**src/hw/sdi_pkg.sv**
```systemverilog
// Constants, register map and types of the servo drive I/O interlock block
package sdi_pkg;
  // Clock rate and the brake-delay time tick
  localparam int unsigned CLK_HZ = 50000000;
  localparam int unsigned TICK_US = 1000;
  localparam int unsigned TICK_CYCLES = (CLK_HZ / 1000000) * TICK_US;
  localparam int TICK_W = 16;
  localparam int DLY_W = 16;

  // Register addresses (byte offsets, 32-bit words)
  localparam logic [7:0] ADDR_CONFIG = 8'h00;
  localparam logic [7:0] ADDR_GP_OUT = 8'h04;
  localparam logic [7:0] ADDR_FAULT_SET = 8'h08;
  localparam logic [7:0] ADDR_FAULT_CLR = 8'h0c;
  localparam logic [7:0] ADDR_FAULT = 8'h10;
  localparam logic [7:0] ADDR_INPUTS = 8'h14;
  localparam logic [7:0] ADDR_EVT_STATUS = 8'h18;
  localparam logic [7:0] ADDR_EVT_MASK = 8'h1c;
  localparam logic [7:0] ADDR_LIMIT = 8'h20;
  localparam logic [7:0] ADDR_BRK_ON_DLY = 8'h24;
  localparam logic [7:0] ADDR_BRK_OFF_DLY = 8'h28;
  localparam logic [7:0] ADDR_MOTION = 8'h2c;

  // Configuration register fields
  localparam int CFG_LIMIT_EN = 0;
  localparam int CFG_STOP_LO = 1;
  localparam int CFG_BRAKE_EN = 3;
  localparam int CFG_READY_EN = 4;
  localparam int CFG_ENCREF_EN = 5;
  localparam int CFG_AXIS_LO = 6;
  localparam int CFG_ENABLE_REQ = 8;
  localparam logic [31:0] CONFIG_RST = 32'h0000_0000;

  // Fault bits
  localparam int FLT_W = 4;
  localparam int FLT_HIGH_BUS = 0;
  localparam int FLT_OVER_TEMP = 1;
  localparam int FLT_ESTOP = 2;
  localparam int FLT_OTHER = 3;

  // Event bits
  localparam int EVT_W = 4;
  localparam int EVT_FAULT = 0;
  localparam int EVT_ALARM = 1;
  localparam int EVT_MOTION_ERR = 2;
  localparam int EVT_LIMIT = 3;

  localparam logic [DLY_W-1:0] DLY_RST = 16'h0000;

  // Stop input usage
  typedef enum logic [1:0] {
    SDI_STOP_GP = 2'b00,
    SDI_STOP_ESTOP = 2'b01,
    SDI_STOP_QUICK = 2'b10
  } sdi_stop_e;

  // Axis mode
  typedef enum logic [1:0] {
    SDI_AXIS_TORQUE = 2'b00,
    SDI_AXIS_VELOCITY = 2'b01,
    SDI_AXIS_POSITION = 2'b10,
    SDI_AXIS_OUTPUT = 2'b11
  } sdi_axis_e;

  // Power and brake sequence
  typedef enum logic [2:0] {
    SDI_PWR_OFF = 3'b000,
    SDI_PWR_ON_WAIT = 3'b001,
    SDI_PWR_RUN = 3'b010,
    SDI_PWR_OFF_WAIT = 3'b011
  } sdi_pwr_e;
endpackage

```
**src/hw/sdi_io_interlock.sv**
```systemverilog
// Discrete I/O, fault interlock and brake sequencing of a servo drive
// Summary of operation
// - Drive-ready only when powered, fault-free, bus charged
// - Any fault drops drive-ready, shows fault code
// - High bus fault clears only after bus discharged
// - Over-temperature holds until cool; others software-clearable
// - No motor power while any fault stands
// - Stop input low disables, or commands zero in all but torque mode
// - Four inputs; input four shares pin output four
// - Input one forward limit, two reverse
// - Limit in motion modes stops, raises error
// - Limit flag clears on a register write after input conducts again
// - E-stop low: fault, power off, fault event
// - Quick stop torque: alarm, enabled, torque accepted
// - Quick stop velocity/position: alarm, zero speed
// - Quick stop suppresses missing-phase when input two low
// - Five outputs; three brake, four ready, five reference
// - Brake output high releases brake
// - Delays between power and brake, both directions
//
// The strobed register port and the register offsets were chosen for this implementation.
`timescale 1ns/1ps
module sdi_io_interlock
  import sdi_pkg::*;
(
  input wire logic sys_clk, // 50 MHz clock
  input wire logic rst, // Synchronous reset, active high
  input wire logic [7:0] addr, // Register byte address
  input wire logic [31:0] wdata, // Write data
  input wire logic wr_en, // Write strobe
  input wire logic rd_en, // Read strobe
  output logic [31:0] rdata, // Read data, cycle after strobe
  output logic irq, // Level interrupt
  input wire logic forward_limit_input, // Pin, high while conducting
  input wire logic reverse_limit_input, // Pin, high while conducting
  input wire logic stop_input, // Pin, high while conducting
  input wire logic shared_input_four_in, // Shared pin level
  output logic shared_input_four_out, // Shared pin drive level
  output logic shared_input_four_oe, // High while driving the pin
  input wire logic bus_charged, // Power stage: bus charged
  input wire logic bus_over_limit, // Power stage: bus above fault limit
  input wire logic main_power_on, // Power stage: main input power present
  input wire logic motor_hot, // Motor temperature sensor
  input wire logic drive_fault_in, // Other internal drive fault
  input wire logic encoder_ref_in, // Encoder zero reference
  output logic [4:0] out_pins, // Discrete outputs one to five
  output logic motor_power_en, // Power stage enable
  output logic zero_command, // Command zero speed
  output logic torque_cmd_accept, // Torque commands accepted
  output logic motion_stop, // Commanded motion stopped
  output logic fwd_inhibit, // Motion toward forward limit blocked
  output logic rev_inhibit, // Motion toward reverse limit blocked
  output logic phase_check_en, // Missing-phase detection enabled
  output logic [7:0] fault_code // Status display code, zero if none
);

  // Synchronisers for every pin and foreign-domain level
  localparam int NSYNC = 9;
  logic [NSYNC-1:0] sync_a;
  logic [NSYNC-1:0] sync_b;
  logic [NSYNC-1:0] raw;
  assign raw = {encoder_ref_in, drive_fault_in, motor_hot, main_power_on, bus_over_limit,
                bus_charged, shared_input_four_in, stop_input, forward_limit_input};
  genvar gi;
  generate
    for (gi = 0; gi < NSYNC; gi++) begin : g_sync
      always_ff @(posedge sys_clk) begin
        if (rst) begin
          sync_a[gi] <= 1'b0;
          sync_b[gi] <= 1'b0;
        end else begin
          sync_a[gi] <= raw[gi];
          sync_b[gi] <= sync_a[gi];
        end
      end
    end
  endgenerate
  // Reverse limit kept separately so the vector stays one per pin above
  logic rev_a;
  logic rev_b;
  always_ff @(posedge sys_clk) begin
    if (rst) begin
      rev_a <= 1'b0;
      rev_b <= 1'b0;
    end else begin
      rev_a <= reverse_limit_input;
      rev_b <= rev_a;
    end
  end

  logic fwd_s, stop_s, in4_s, charged_s, over_s, mains_s, hot_s, dflt_s, encref_s;
  assign fwd_s = sync_b[0];
  assign stop_s = sync_b[1];
  assign in4_s = sync_b[2];
  assign charged_s = sync_b[3];
  assign over_s = sync_b[4];
  assign mains_s = sync_b[5];
  assign hot_s = sync_b[6];
  assign dflt_s = sync_b[7];
  assign encref_s = sync_b[8];

  // Registers
  logic [31:0] config_r;
  logic [4:0] gp_out;
  logic [FLT_W-1:0] fault;
  logic [EVT_W-1:0] evt_status;
  logic [EVT_W-1:0] evt_mask;
  logic [1:0] limit_flag; // bit0 forward, bit1 reverse
  logic [DLY_W-1:0] brk_on_dly;
  logic [DLY_W-1:0] brk_off_dly;
  logic [1:0] motion_dir; // bit0 moving forward, bit1 moving reverse

  sdi_stop_e stop_mode;
  sdi_axis_e axis_mode;
  logic limit_en, brake_en, ready_en, encref_en, enable_req;
  assign limit_en = config_r[CFG_LIMIT_EN];
  assign stop_mode = sdi_stop_e'(config_r[CFG_STOP_LO +: 2]);
  assign axis_mode = sdi_axis_e'(config_r[CFG_AXIS_LO +: 2]);
  assign brake_en = config_r[CFG_BRAKE_EN];
  assign ready_en = config_r[CFG_READY_EN];
  assign encref_en = config_r[CFG_ENCREF_EN];
  assign enable_req = config_r[CFG_ENABLE_REQ];

  logic wr_cfg, wr_fclr, wr_fset, wr_evt;
  assign wr_cfg = wr_en && (addr == ADDR_CONFIG);
  assign wr_fset = wr_en && (addr == ADDR_FAULT_SET);
  assign wr_fclr = wr_en && (addr == ADDR_FAULT_CLR);
  assign wr_evt = wr_en && (addr == ADDR_EVT_STATUS);

  // Plain configuration registers
  always_ff @(posedge sys_clk) begin
    if (rst) begin
      config_r <= CONFIG_RST;
      gp_out <= 5'h00;
      evt_mask <= 4'h0;
      brk_on_dly <= DLY_RST;
      brk_off_dly <= DLY_RST;
      motion_dir <= 2'h0;
    end else if (wr_en) begin
      if (wr_cfg) begin
        config_r <= wdata;
      end else if (addr == ADDR_GP_OUT) begin
        gp_out <= wdata[4:0];
      end else if (addr == ADDR_EVT_MASK) begin
        evt_mask <= wdata[EVT_W-1:0];
      end else if (addr == ADDR_BRK_ON_DLY) begin
        brk_on_dly <= wdata[DLY_W-1:0];
      end else if (addr == ADDR_BRK_OFF_DLY) begin
        brk_off_dly <= wdata[DLY_W-1:0];
      end else if (addr == ADDR_MOTION) begin
        motion_dir <= wdata[1:0];
      end
    end
  end

  // Stop input causes, not conducting (low) means asserted
  logic estop_act, qstop_act;
  assign estop_act = (stop_mode == SDI_STOP_ESTOP) && !stop_s;
  assign qstop_act = (stop_mode == SDI_STOP_QUICK) && !stop_s;

  // Fault sources; hardware sets win over a software clear
  logic [FLT_W-1:0] fault_src;
  logic [FLT_W-1:0] clr_ok;
  assign fault_src = {dflt_s, estop_act, hot_s, over_s};
  always_comb begin
    clr_ok = 4'h0;
    clr_ok[FLT_HIGH_BUS] = !mains_s && !over_s;
    clr_ok[FLT_OVER_TEMP] = !hot_s;
    clr_ok[FLT_ESTOP] = !estop_act;
    clr_ok[FLT_OTHER] = !dflt_s;
  end
  logic [FLT_W-1:0] next_fault;
  assign next_fault = (fault & ~(wr_fclr ? (wdata[FLT_W-1:0] & clr_ok) : 4'h0)) | fault_src
                      | (wr_fset ? wdata[FLT_W-1:0] : 4'h0);
  always_ff @(posedge sys_clk) begin
    if (rst) begin
      fault <= 4'h0;
    end else begin
      fault <= next_fault;
    end
  end
  logic any_fault;
  assign any_fault = |fault;

  // Travel limits: latch while the input opens, clear by a limit register write once conducting, or whenever limits are disabled
  logic [1:0] lim_open;
  assign lim_open = {!rev_b, !fwd_s};
  logic motion_mode;
  assign motion_mode = (axis_mode != SDI_AXIS_TORQUE);
  always_ff @(posedge sys_clk) begin
    if (rst) begin
      limit_flag <= 2'h0;
    end else if (!limit_en) begin
      limit_flag <= 2'h0;
    end else begin
      limit_flag <= (limit_flag & ~((wr_en && addr == ADDR_LIMIT) ? (wdata[1:0] & ~lim_open)
                    : 2'h0)) | lim_open;
    end
  end

  // Power and brake sequencing with tick-based delays
  logic [TICK_W-1:0] tick_cnt;
  logic tick;
  always_ff @(posedge sys_clk) begin
    if (rst) begin
      tick_cnt <= '0;
      tick <= 1'b0;
    end else if (tick_cnt == TICK_W'(TICK_CYCLES - 1)) begin
      tick_cnt <= '0;
      tick <= 1'b1;
    end else begin
      tick_cnt <= tick_cnt + 1'b1;
      tick <= 1'b0;
    end
  end

  sdi_pwr_e pwr_state;
  sdi_pwr_e next_pwr_state;
  logic [DLY_W-1:0] dly_cnt;
  logic want_power;
  assign want_power = enable_req && !any_fault && charged_s;

  // Power-down from a fault skips the brake wait: power must go now
  always_comb begin
    next_pwr_state = pwr_state;
    case (pwr_state)
      SDI_PWR_OFF: begin
        if (want_power) begin
          next_pwr_state = SDI_PWR_ON_WAIT;
        end
      end
      SDI_PWR_ON_WAIT: begin
        if (any_fault) begin
          next_pwr_state = SDI_PWR_OFF;
        end else if (!want_power) begin
          next_pwr_state = SDI_PWR_OFF_WAIT;
        end else if (dly_cnt == '0) begin
          next_pwr_state = SDI_PWR_RUN;
        end
      end
      SDI_PWR_RUN: begin
        if (any_fault) begin
          next_pwr_state = SDI_PWR_OFF;
        end else if (!want_power) begin
          next_pwr_state = SDI_PWR_OFF_WAIT;
        end
      end
      SDI_PWR_OFF_WAIT: begin
        if (any_fault || dly_cnt == '0) begin
          next_pwr_state = SDI_PWR_OFF;
        end
      end
      default: next_pwr_state = SDI_PWR_OFF;
    endcase
  end

  always_ff @(posedge sys_clk) begin
    if (rst) begin
      pwr_state <= SDI_PWR_OFF;
    end else begin
      pwr_state <= next_pwr_state;
    end
  end

  // Delay counter loads on entry and counts down on each tick
  always_ff @(posedge sys_clk) begin
    if (rst) begin
      dly_cnt <= '0;
    end else if (pwr_state == SDI_PWR_OFF && next_pwr_state == SDI_PWR_ON_WAIT) begin
      dly_cnt <= brk_on_dly;
    end else if (pwr_state != SDI_PWR_OFF_WAIT && next_pwr_state == SDI_PWR_OFF_WAIT) begin
      dly_cnt <= brk_off_dly;
    end else if (tick && dly_cnt != '0) begin
      dly_cnt <= dly_cnt - 1'b1;
    end
  end

  // Events: sticky, write one to clear, a new event wins
  logic [EVT_W-1:0] evt_set;
  logic [1:0] lim_motion;
  assign lim_motion = (limit_en && motion_mode) ? (lim_open & ~limit_flag) : 2'h0;
  assign evt_set = {|(lim_open & ~limit_flag & {2{limit_en}}), |lim_motion, qstop_act,
                    |(next_fault & ~fault)};
  always_ff @(posedge sys_clk) begin
    if (rst) begin
      evt_status <= 4'h0;
    end else begin
      evt_status <= (evt_status & ~(wr_evt ? wdata[EVT_W-1:0] : 4'h0)) | evt_set;
    end
  end

  // Registered outputs
  logic powered, running;
  assign powered = (pwr_state != SDI_PWR_OFF) && !any_fault;
  assign running = (pwr_state == SDI_PWR_RUN);
  always_ff @(posedge sys_clk) begin
    if (rst) begin
      out_pins <= 5'h00;
      shared_input_four_out <= 1'b0;
      shared_input_four_oe <= 1'b0;
      motor_power_en <= 1'b0;
      irq <= 1'b0;
    end else begin
      out_pins[1:0] <= gp_out[1:0];
      out_pins[2] <= brake_en ? (running && !any_fault && !estop_act) : gp_out[2];
      out_pins[3] <= ready_en ? (powered && charged_s) : gp_out[3];
      out_pins[4] <= encref_en ? encref_s : gp_out[4];
      // Pin four is an input unless drive-ready or a set output drives it
      shared_input_four_out <= ready_en ? (powered && charged_s) : gp_out[3];
      shared_input_four_oe <= ready_en || gp_out[3];
      motor_power_en <= powered && !estop_act;
      irq <= |(evt_status & evt_mask);
    end
  end

  // Motion command outputs
  always_ff @(posedge sys_clk) begin
    if (rst) begin
      zero_command <= 1'b0;
      torque_cmd_accept <= 1'b0;
      motion_stop <= 1'b0;
      fwd_inhibit <= 1'b0;
      rev_inhibit <= 1'b0;
      phase_check_en <= 1'b1;
      fault_code <= 8'h00;
    end else begin
      zero_command <= qstop_act && motion_mode;
      torque_cmd_accept <= powered && (axis_mode == SDI_AXIS_TORQUE);
      motion_stop <= (limit_en && motion_mode && |lim_open) || (|(limit_flag & motion_dir));
      fwd_inhibit <= limit_en && (limit_flag[0] || lim_open[0]);
      rev_inhibit <= limit_en && (limit_flag[1] || lim_open[1]);
      phase_check_en <= !((stop_mode == SDI_STOP_QUICK) && !rev_b);
      fault_code <= {4'h0, fault};
    end
  end

  // Read port, one cycle latency
  always_ff @(posedge sys_clk) begin
    if (rst) begin
      rdata <= 32'h0000_0000;
    end else if (rd_en) begin
      if (addr == ADDR_CONFIG) begin
        rdata <= config_r;
      end else if (addr == ADDR_GP_OUT) begin
        rdata <= {27'h0, gp_out};
      end else if (addr == ADDR_FAULT) begin
        rdata <= {28'h0, fault};
      end else if (addr == ADDR_INPUTS) begin
        rdata <= {25'h0, pwr_state, in4_s, stop_s, rev_b, fwd_s};
      end else if (addr == ADDR_EVT_STATUS) begin
        rdata <= {28'h0, evt_status};
      end else if (addr == ADDR_EVT_MASK) begin
        rdata <= {28'h0, evt_mask};
      end else if (addr == ADDR_LIMIT) begin
        rdata <= {30'h0, limit_flag};
      end else if (addr == ADDR_BRK_ON_DLY) begin
        rdata <= {16'h0, brk_on_dly};
      end else if (addr == ADDR_BRK_OFF_DLY) begin
        rdata <= {16'h0, brk_off_dly};
      end else if (addr == ADDR_MOTION) begin
        rdata <= {30'h0, motion_dir};
      end else begin
        rdata <= 32'h0000_0000;
      end
    end else begin
      rdata <= 32'h0000_0000;
    end
  end

endmodule

```
**config.mk**
```make
export PLATFORM = sky130hd
export DESIGN_NAME = sdi_io_interlock
export DESIGN_NICKNAME = d
export VERILOG_FILES = /design/src/hw/sdi_pkg.sv /design/src/hw/sdi_io_interlock.sv
export SDC_FILE = /design/constraint.sdc
export NUM_CORES = 1
export LEC_CHECK = 0
export ABC_CLOCK_PERIOD_IN_PS = 2830
export BUFFER_PORTS_ARGS = -buffer_cell sky130_fd_sc_hd__buf_4
export CORE_MARGIN = 8
export CORE_UTILIZATION = 57
export CTS_CLUSTER_SIZE = 28
export DETAILED_ROUTE_END_ITERATION = 12
export HOLD_SLACK_MARGIN = 0.03
export PLACE_DENSITY = 0.77
export SETUP_SLACK_MARGIN = 0.2
export SYNTH_ARGS = -nofsm -noshare
export SYNTH_HDL_FRONTEND = slang
export SYNTH_SLANG_ARGS = --single-unit
```
**constraint.sdc**
```tcl
create_clock -name sys_clk -period 2.83 [get_ports sys_clk]
set_clock_uncertainty 0.15 [all_clocks]
set_input_delay 0.4245 -clock sys_clk [delete_from_list [all_inputs] [get_ports sys_clk]]
set_output_delay 0.4245 -clock sys_clk [all_outputs]
set_load 0.02 [all_outputs]
```
# After elaboration in Yosys (flattened, before gate mapping)
# Index checks and enable logic that the tools add are counted.
[op_classes] add_sub_neg=2 mul=0 n_div=0 magnitude_cmp=0 n_eq_ne=20 shift=0 n_mux=30 n_bitwise=27 n_reduce_logical=64
[op_table] op="$mux W16" count=11
[op_table] op="$eq A8 B5 Y1 const B" count=4
[op_table] op="$eq A8 B6 Y1 const B" count=4
[op_table] op="$mux W32" count=1
[op_table] op="$logic_and A1 B1 Y1" count=25
[op_table] op="$mux W3" count=7
[op_table] op="$and A4 B4 Y4" count=5
[op_table] op="$add A16 B1 Y16 const B" count=1
[op_table] op="$eq A16 B16 Y1 const B" count=1
[op_table] op="$eq A8 B4 Y1 const B" count=2
[op_table] op="$logic_not A16 Y1" count=1
[op_table] op="$reduce_bool A16 Y1" count=1
[op_table] op="$sub A16 B1 Y16 const B" count=1
[op_table] op="$reduce_or A2 Y1" count=7
[op_table] op="$mux W4" count=3
[op_table] op="$not A4 Y4" count=3
[op_table] op="$or A4 B4 Y4" count=3
[op_table] op="$pmux W3 S4" count=1
[op_table] op="$reduce_or A4 Y1" count=3
[op_table] op="$and A2 B2 Y2" count=5
[op_table] op="$logic_not A1 Y1" count=10
[op_table] op="$eq A3 B2 Y1 const B" count=3
[op_table] op="$eq A8 B3 Y1 const B" count=1
[op_table] op="$logic_not A8 Y1" count=1
[op_table] op="other kinds (20)" count=39
[totals] register_bits=196 latch_bits=0 mem_bits_rw=0 rom_bits=0 in_bits=54 out_inout_bits=55 n_memories=0

# Depth between registers and ports, before layout
# Gate-level depths: netlist of run 1.
[logic_depth] word_depth=12 ltp_mapped=9

# Least setup slack after synthesis of run 1
# No wires, ideal clock.
[synth_path] kind="register -> register" from="register dly_cnt[0]" to="register dly_cnt[1]" arrival_ns=1.867 required_ns=2.577 setup_slack_ns=0.709 path_stages_with_launch=8 cell_sequence="dfxtp_1 -> inv_1 -> ha_1 -> nor3b_1 -> nand4_2 -> and3_1 -> o2bb2ai_1 -> a2111oi_2"
[synth_via] elab_chain_cells=9 elab_cells_between_ends=18 classes_between="add/sub: 1; eq/ne: 2; mux: 8; reduce/logical: 7"
[synth_rtl] element="start: declaration" line_no="sdi_io_interlock.sv:219" source="logic [DLY_W-1:0] dly_cnt;"
[synth_rtl] element="start signal: assignment" line_no="sdi_io_interlock.sv:270" source="dly_cnt <= brk_on_dly;"
[synth_rtl] element="start signal: assignment" line_no="sdi_io_interlock.sv:272" source="dly_cnt <= brk_off_dly;"
[synth_rtl] element="start signal: assignment" line_no="sdi_io_interlock.sv:274" source="dly_cnt <= dly_cnt - 1'b1;"
[synth_rtl] element="$logic_not A16 Y1" line_no="sdi_io_interlock.sv:237, sdi_io_interlock.sv:249"
[synth_rtl] element="$mux W3" line_no="sdi_io_interlock.sv:237" source="end else if (dly_cnt == '0) begin"
[synth_rtl] element="$mux W3" line_no="sdi_io_interlock.sv:235" source="end else if (!want_power) begin"
[synth_rtl] element="$mux W3" line_no="sdi_io_interlock.sv:233" source="if (any_fault) begin"
[synth_rtl] element="$pmux W3 S4" line_no="sdi_io_interlock.sv:226" source="case (pwr_state)"
[synth_rtl] element="$eq A3 B2 Y1" line_no="sdi_io_interlock.sv:271" source="end else if (pwr_state != SDI_PWR_OFF_WAIT && next_pwr_state == SDI_PWR_OFF_WAIT) begin"
[synth_rtl] element="$logic_and A1 B1 Y1" line_no="sdi_io_interlock.sv:271"
[synth_rtl] element="$mux W16" line_no="sdi_io_interlock.sv:271"
[synth_rtl] element="$mux W16" line_no="sdi_io_interlock.sv:269" source="end else if (pwr_state == SDI_PWR_OFF && next_pwr_state == SDI_PWR_ON_WAIT) begin"
# Several ways; a longest one is shown, not always the timed one. The select of a mux whose other input is x is not followed.
# A chain may end at the register's enable or synchronous reset.

# Worst setup path after layout of run 1
[layout_path] from="register dly_cnt[0]" to="register dly_cnt[3]"
# The elaborated chain is that of the path after synthesis.

==> results of run 1 <==
[area by class of cell]
type | count | area (sq um) | area share (%)
clock buffers | 18 | 439.2 | 4.663
clock inverters | 14 | 197.7 | 2.099
inverters | 17 | 63.81 | 0.6775
multi-input cells | 642 | 3701 | 39.29
flip-flops and latches | 191 | 3824 | 40.60
well taps | 180 | 225.2 | 2.391
repair buffers | 129 | 968.4 | 10.28
[registers in the layout, summed over array words and instances (netlist names), 2 cells and up]
signal       count
config_r        32
rdata           32
brk_off_dly     16
brk_on_dly      16
dly_cnt         16
tick_cnt        16
sync_a           9
gp_out           5
out_pins         5
evt_mask         4
evt_status       4
fault            4
fault_code       4
pwr_state        3
limit_flag       2
motion_dir       2
[layer usage]
layer / vias up / routed length (um) / global-route usage (%)
met5: - / 0 / 0
met4: 0 / 439 / 8.734
met3: 37 / 1690 / 6.965
met2: 281 / 9734 / 37.39
met1: 3266 / 8570 / 28.54
li1: 3343 / - / -
[synth_stat cells (4+ instances only)]
cell        n
a211oi_1    5
a21oi_1    96
a22o_1     24
a22oi_1     9
a311oi_1    6
a31oi_1     8
and2_1     21
and3_1      8
buf_2      19
buf_4       6
clkbuf_1   28
dfxtp_1   191
inv_1      17
mux2i_1     7
nand2_1   145
nand2b_1    4
nand3_1    34
nand4_1    12
nor2_1     84
nor2b_1    29
nor3_1     10
nor4_1     11
o21ai_0    17
o22ai_1     5
xnor2_1    14
xor2_1     12
[power breakdown]
| group | switching, uW | internal (uW) | total [uW] |
|---|---|---|---|
| Sequential | 18.2 | 2710 | 2730 |
| Combinational | 148 | 99.1 | 247 |
| Clock | 1100 | 1450 | 2550 |
| Total | 1260 | 4260 | 5520 |
[through the flow]
stage,total power [uW],std cells
after floorplan,2914,908
after global placement,3034,1159
after detailed placement,3036,1159
after CTS,5561,1191
after global routing,5685,1191
final,5524,1191
[worst min path at each step]
| stage | endpoint | slack (ns) | cells past startpoint |
|---|---|---|---|
| final | sync_a[1] | 0.05 | 2 |
| after global routing | sync_a[1] | 0.04 | 2 |
| after CTS | sync_a[1] | 0.04 | 2 |
| after detailed placement | hot_s | 0.27 | 1 |
| after global placement | in4_s | 0.27 | 1 |
| after floorplan | tick_cnt[0] | 0.26 | 1 |
[logic make-up (layout without fill, tap and decap cells)]
family	after synthesis	after routing	synth area share, %
and+or+nand+nor	392	392	25.12
muxes	8	8	1.034
DFF	191	191	48.62
other	1	5	0.04769
AOI/OAI and AO/OA	209	209	17.45
adders and majority gates	2	2	0.3182
buffers and inverters	75	178	4.503
xor gates and xnor gates	26	26	2.896
[critical path, cell delays in order, from the launching register on]
cell,delay (ns)
dfxtp_1,0.37
inv_1,0.08
ha_1,0.27
nor3b_1,0.21
and4_4,0.20
o211ai_2,0.58
nor2_1,0.08
a2111oi_0,0.36
[cells in the final DEF, fill, tap and decap left out, drive strengths merged, types with 5 or more instances in the layout]
cell type,instances
dfxtp,191
nand2,145
buf,129
a21oi,97
nor2,85
nand3,35
nor2b,29
a22o,24
inv,23
and2,22
clkbuf,18
o21ai,17
xnor2,14
nor4,14
nand4,13
xor2,12
nor3,12
a22oi,9
and3,8
a31oi,8
mux2i,7
a311oi,6
a211oi,5
o22ai,5
conb,5
==> impl_metrics.tcl, run 1 <==
set metrics [dict create \
    status "finished, final reports clean" \
    worst_pin_slew_ns 0.7572 \
    cts_buffers 17 \
    cts_resized 0 \
    drcViolationCount 0 \
    worstSetupStartpointType "flop" \
    netlist_instances 904 \
    synth_area_leaders "dfxtp_1, nand2_1, a21oi_1, nor2_1, a22o_1" \
    synth-main-ff-cell "dfxtp_1" \
    synth-async-reset-ratio_pct 0 \
    clk_pin_slew_worst_paths_ns 0.07 \
    synth_cell_type_count 77 \
    antenna_cells 0 \
    worst_slack_ns 0.4186 \
    r2r_slack_ns 0.42 \
    final_core_util_pct 68.93 \
    tns_ns 0 \
    required_ns 3.00 \
    dr.pass1.iters 5 \
    reg2regPathDepth 7 \
    wirelength_um 20430 \
    cts_root_buf "clkbuf_16" \
    min_period_over_period_pct 85.21 \
    synthesis.area_sq_um 7864 \
    end_kind "flop" \
    vias 6927 \
    avgSynthCellArea_sq_um 8.699 \
    globalplace.congestion 1.007 \
    std_cell_rows 43 \
    area_delta_synth_final_pct 19.78 \
    holdWs_ns 0.05075 \
    place_area_sq_um 8782 \
    worstHoldPathType "in -> reg" \
    cts_setup_buffers 0 \
    max_slew_margin_pct 49.52 \
    vdd_drop_max_uv 391.1 \
    grt_max_degree 63 \
    p_leak_uw 0.003658 \
    io_pins 109 \
    yosysWarnings 0 \
    maxCapViolCount 0 \
    holdCritStartpoint "stop_input" \
    startpoint "dly_cnt[0]" \
    dp_hpwl_um 14150 \
    crit_fanout 17 \
    cts_max_path_buffers 2 \
    start_util_pct 57.54 \
    power_density_nw_per_um2 586.5 \
    synth_area_leader_cell "dfxtp_1" \
    synth-seq-cells 191 \
    synth_edf_count 0 \
    clock_latency_ns 0.44 \
    worstReg2RegStart "dly_cnt[0]" \
    finalHoldViolCount 0 \
    dp_slack_ns 0.3536 \
    cp.arrival_ns 2.58 \
    synth_top_area_share_pct 48.62 \
    critical_path_class "reg -> reg" \
    maxSlewViolCount 0 \
    die_height_um 133.5 \
    port_buffers 104 \
    antenna_found_initial 0 \
    nets 1054 \
    core-area_sq_um 13670 \
    grt_pass1_wl_um 33730 \
    cts_tree "done" \
    timing.rr.end "dly_cnt[3]" \
    via_per_inst 5.816 \
    post_route_cells_drive_above_1_share_pct 18.40 \
    setup_violations 0 \
    die_w_um 133.5 \
    cp-endpoint "dly_cnt[3]" \
    grt_pass1_vias 6585 \
    layout_min_cycle_time_ns 2.411 \
    cts.sinks 191 \
    seq_area_frac_synth_pct 48.62 \
    hold_buffers 0 \
    wl_per_cell_um 17.16 \
    h-tree-depth 4 \
    grtUsageTotal_pct 23.18 \
    die-area_sq_um 17810 \
    ant_nets 0 \
    timing.fmax_mhz 414.7 \
    grt.overflow.total 0 \
    fillers 1171 \
    rsz0062_at_grt "no" \
    stdcell_area_sq_um 9419 \
    drt_iter0_markers 687 \
]
Power figures use the tool's default switching activity.
==> run 2, diff against run 1 <==
--- a/config.mk
+++ b/config.mk
@@ -5,6 +5,7 @@
 export SDC_FILE = /design/constraint.sdc
 export NUM_CORES = 1
 export LEC_CHECK = 0
+export ABC_AREA = 1
 export ABC_CLOCK_PERIOD_IN_PS = 2830
 export BUFFER_PORTS_ARGS = -buffer_cell sky130_fd_sc_hd__buf_4
 export CORE_MARGIN = 8
==> run 2 against run 1 <==
Against the previous run: sequential share of layout area increased by 0.54 points; count of clock-buffer cells in the layout grew 1; synthesized cell count is 13% higher; setup slack got worse by 0.054 ns; global-route usage decreased by 0.35 points; critical endpoint is now dly_cnt[6]; largest cell class unchanged; highest routed layer unchanged.
==> impl_metrics.tcl, run 2 <==
set metrics [dict create \
    status "finished, final reports clean" \
    finalHoldViolCount 0 \
    synth_compound_area_share_pct 18.71 \
    clk_pin_slew_worst_paths_ns 0.07 \
    crit_fanout 14 \
    dr.pass1.iters 5 \
    die_w_um 132.6 \
    pwr-share-comb_pct 4.3 \
    power_density_nw_per_um2 580.7 \
    grtUsageTotal_pct 22.83 \
    vdd_drop_max_uv 502.8 \
    layout_common_cells "dfxtp_1, inv_1, nand2_1" \
    wl_per_cell_um 15.56 \
    cts_tree "done" \
    clock_latency_ns 0.44 \
    switching_share_pct 22.76 \
    h-tree-depth 4 \
    power_frac_seq_pct 50.6 \
    reg2regPathDepth 13 \
    grt_pass1_wl_um 32660 \
    layout_min_cycle_time_ns 2.465 \
    wirelength_um 20430 \
    port_buffers 104 \
    p_leak_uw 0.003899 \
    die_height_um 132.6 \
    seq_area_frac_synth_pct 49.38 \
    cts_buffers 17 \
    setup_violations 0 \
    synth_area_leader_cell "dfxtp_1" \
    r2r_slack_ns 0.36 \
    yosysMostFrequentCell "dfxtp_1" \
    synth_area_leaders "dfxtp_1, inv_1, a21oi_1, o21ai_0, nand2_1" \
    globalplace.congestion 0.9498 \
    grtUsageMet3_pct 5.148 \
    min_delay_path_depth 3 \
    fillers 1121 \
    avgSynthCellArea_sq_um 7.555 \
    holdCritStartpoint "main_power_on" \
    synth-seq-cells 191 \
    drt_iter0_markers 668 \
    min_period_over_period_pct 87.11 \
    top_regs "config_r x32, rdata x32" \
    cts.sinks 191 \
    crit_path_max_incr_delay_ns 0.35 \
    required_ns 3.00 \
    yosysWarnings 0 \
    max_slew_margin_pct 44.02 \
    synth_top_family_by_area "simple AND/OR/NAND/NOR gates" \
    io_pins 109 \
    antenna_cells 0 \
    die-area_sq_um 17570 \
    cts_root_buf "clkbuf_16" \
    min_to "sync_a[5]" \
    placedCellCount 1278 \
    vias 6958 \
    cp.arrival_ns 2.64 \
    synth_common_cells "dfxtp_1, inv_1, nand2_1" \
    nets 1181 \
    via_per_inst 5.299 \
    core-area_sq_um 13240 \
    timing.fmax_mhz 405.7 \
    worstReg2RegStart "dly_cnt[0]" \
    instances_no_fill 1313 \
    tns_ns 0 \
    synth_fa_ha_area_share_pct 0.3232 \
    synth_edf_count 0 \
    netlist_instances 1025 \
    grt_pass1_vias 6484 \
    path_delay_family "simple AND/OR/NAND/NOR gates" \
    timing.rr.end "dly_cnt[6]" \
    rsz0062_at_grt "yes" \
    grt_max_degree 97 \
    crit_buf_inv 3 \
    use_met1_pct 28.11 \
    worstHoldPathType "in -> reg" \
    maxSlewViolCount 0 \
    ant_nets 0 \
    synth-async-reset-ratio_pct 0 \
    cts_max_path_buffers 2 \
    dp_hpwl_um 14150 \
    startpoint "dly_cnt[0]" \
    synth-xor-area-share_pct 1.583 \
    start_util_pct 58.48 \
    post_route_cells_drive_above_1_share_pct 16.36 \
    p_sw_uw 1229 \
    synth_top_area_share_pct 49.38 \
    cpMaxStageDelayCell "a21oi_4" \
    grtUsageMet2_pct 38.48 \
    maxCapViolCount 0 \
    critPathMostFrequentCell "nand2_2" \
    cp_cell_sequence "inv_1 > ha_1 > nand2_2 > nor2_4 > nand2_2 > nand3_2 > nand2_1 > inv_2 > nand2_2 > nand3_4 > a21oi_4 > buf_4 > a21oi_1" \
    synth-main-ff-cell "dfxtp_1" \
    synth_cell_type_count 43 \
    std_cell_rows 42 \
    worst_pin_slew_ns 0.8385 \
    top_usage_layer "met2" \
    synthSimpleGateAreaFrac_pct 19.39 \
    layout_commonest_cell "dfxtp_1" \
    area_delta_synth_final_pct 20.05 \
    critical_path_class "reg -> reg" \
    antenna_found_initial 0 \
    internal_power_uw 4170 \
    p_total_uw 5399 \
    pwr-share-clk_pct 45.2 \
    end_kind "flop" \
    grt.overflow.total 0 \
    synthesis.area_sq_um 7744 \
    worstSetupStartpointType "flop" \
    drcViolationCount 0 \
    synth_mux_area_share_pct 0 \
]
==> run 2: cell types whose count changed after synthesis, sizes merged, moves of 8 or more <==
cell,delta
a21oi,+20
a22o,-24
xnor2,-10
buf,-16
nor2b,-28
inv,+148
and3,-8
o21ai,+100
nor2,+41
a22oi,-9
and2,-22
==> run 2: through the flow <==
| stage | area (sq um) | utilization (%) | hold slack [ns] | setup slack [ns] |
|---|---|---|---|---|
| after CTS | 9279 | 70.07 | 0.03005 | 0.2501 |
| after global routing | 9296 | 70.20 | 0.04334 | 0.1903 |
| final | 9296 | 70.20 | 0.03249 | 0.3649 |
| after floorplan | 7759 | - | 0.2383 | 0.8039 |
| after detailed placement | 8658 | 65.38 | 0.2429 | 0.2966 |
| after global placement | 8658 | 65.38 | 0.2405 | 0.3005 |
==> run 2: timing repair <==
item                       4_1_cts  5_1_grt
buffers inserted                 0        1
gates resized for setup          0        0
setup endpoints to repair        0       16
hold buffers                     2        0
hold endpoints to repair         2        0
==> run 2: area by class of cell <==
cell class	instances	area, sq um	area share (%)
multi-input cells	632	3127	33.63
inverters	165	621.8	6.689
clock buffers	19	452.9	4.872
repair buffers	118	903.4	9.717
flip-flops and latches	191	3824	41.13
clock inverters	12	147.6	1.588
well taps	176	220.2	2.369
==> run 2: worst min-delay path, delay by kind of cell <==
family / cells / cell delay, ns
buffers and inverters: 2 / 0.10
AND/OR/NAND/NOR: 1 / 0.06
==> run 2: metal layers <==
layer  routed length, um  up-vias
li1                    -     3506
met1                8966     3199
met2                9979      227
met3                1241       26
met4                 241        0
met5                   0        -
==> run 2: cell families after synthesis <==
| kind of cell | Yosys count |
|---|---|
| fa+ha+maj | 2 |
| buf+inv | 207 |
| flops | 191 |
| xor+xnor | 14 |
| simple gates | 339 |
| compound gates | 271 |
| other cells | 1 |
==> run 2: power by group through the flow <==
stage / clock network, uW / logic (uW) / registers, uW
CTS: 2450 / 229 / 2730
detailed placement: 0 / 225 / 2790
floorplan: 0 / 116 / 2790
finish: 2440 / 231 / 2730
global route: 2570 / 254 / 2730
global placement: 0 / 223 / 2790
==> run 2: worst max path at each step <==
| stage | cells past startpoint | slack [ns] | to |
|---|---|---|---|
| floorplan | 15 | 0.80 | dly_cnt[14] |
| global placement | 13 | 0.30 | dly_cnt[11] |
| detailed placement | 12 | 0.30 | dly_cnt[11] |
| CTS | 14 | 0.25 | dly_cnt[15] |
| global route | 16 | 0.19 | dly_cnt[15] |
| finish | 13 | 0.36 | dly_cnt[6] |
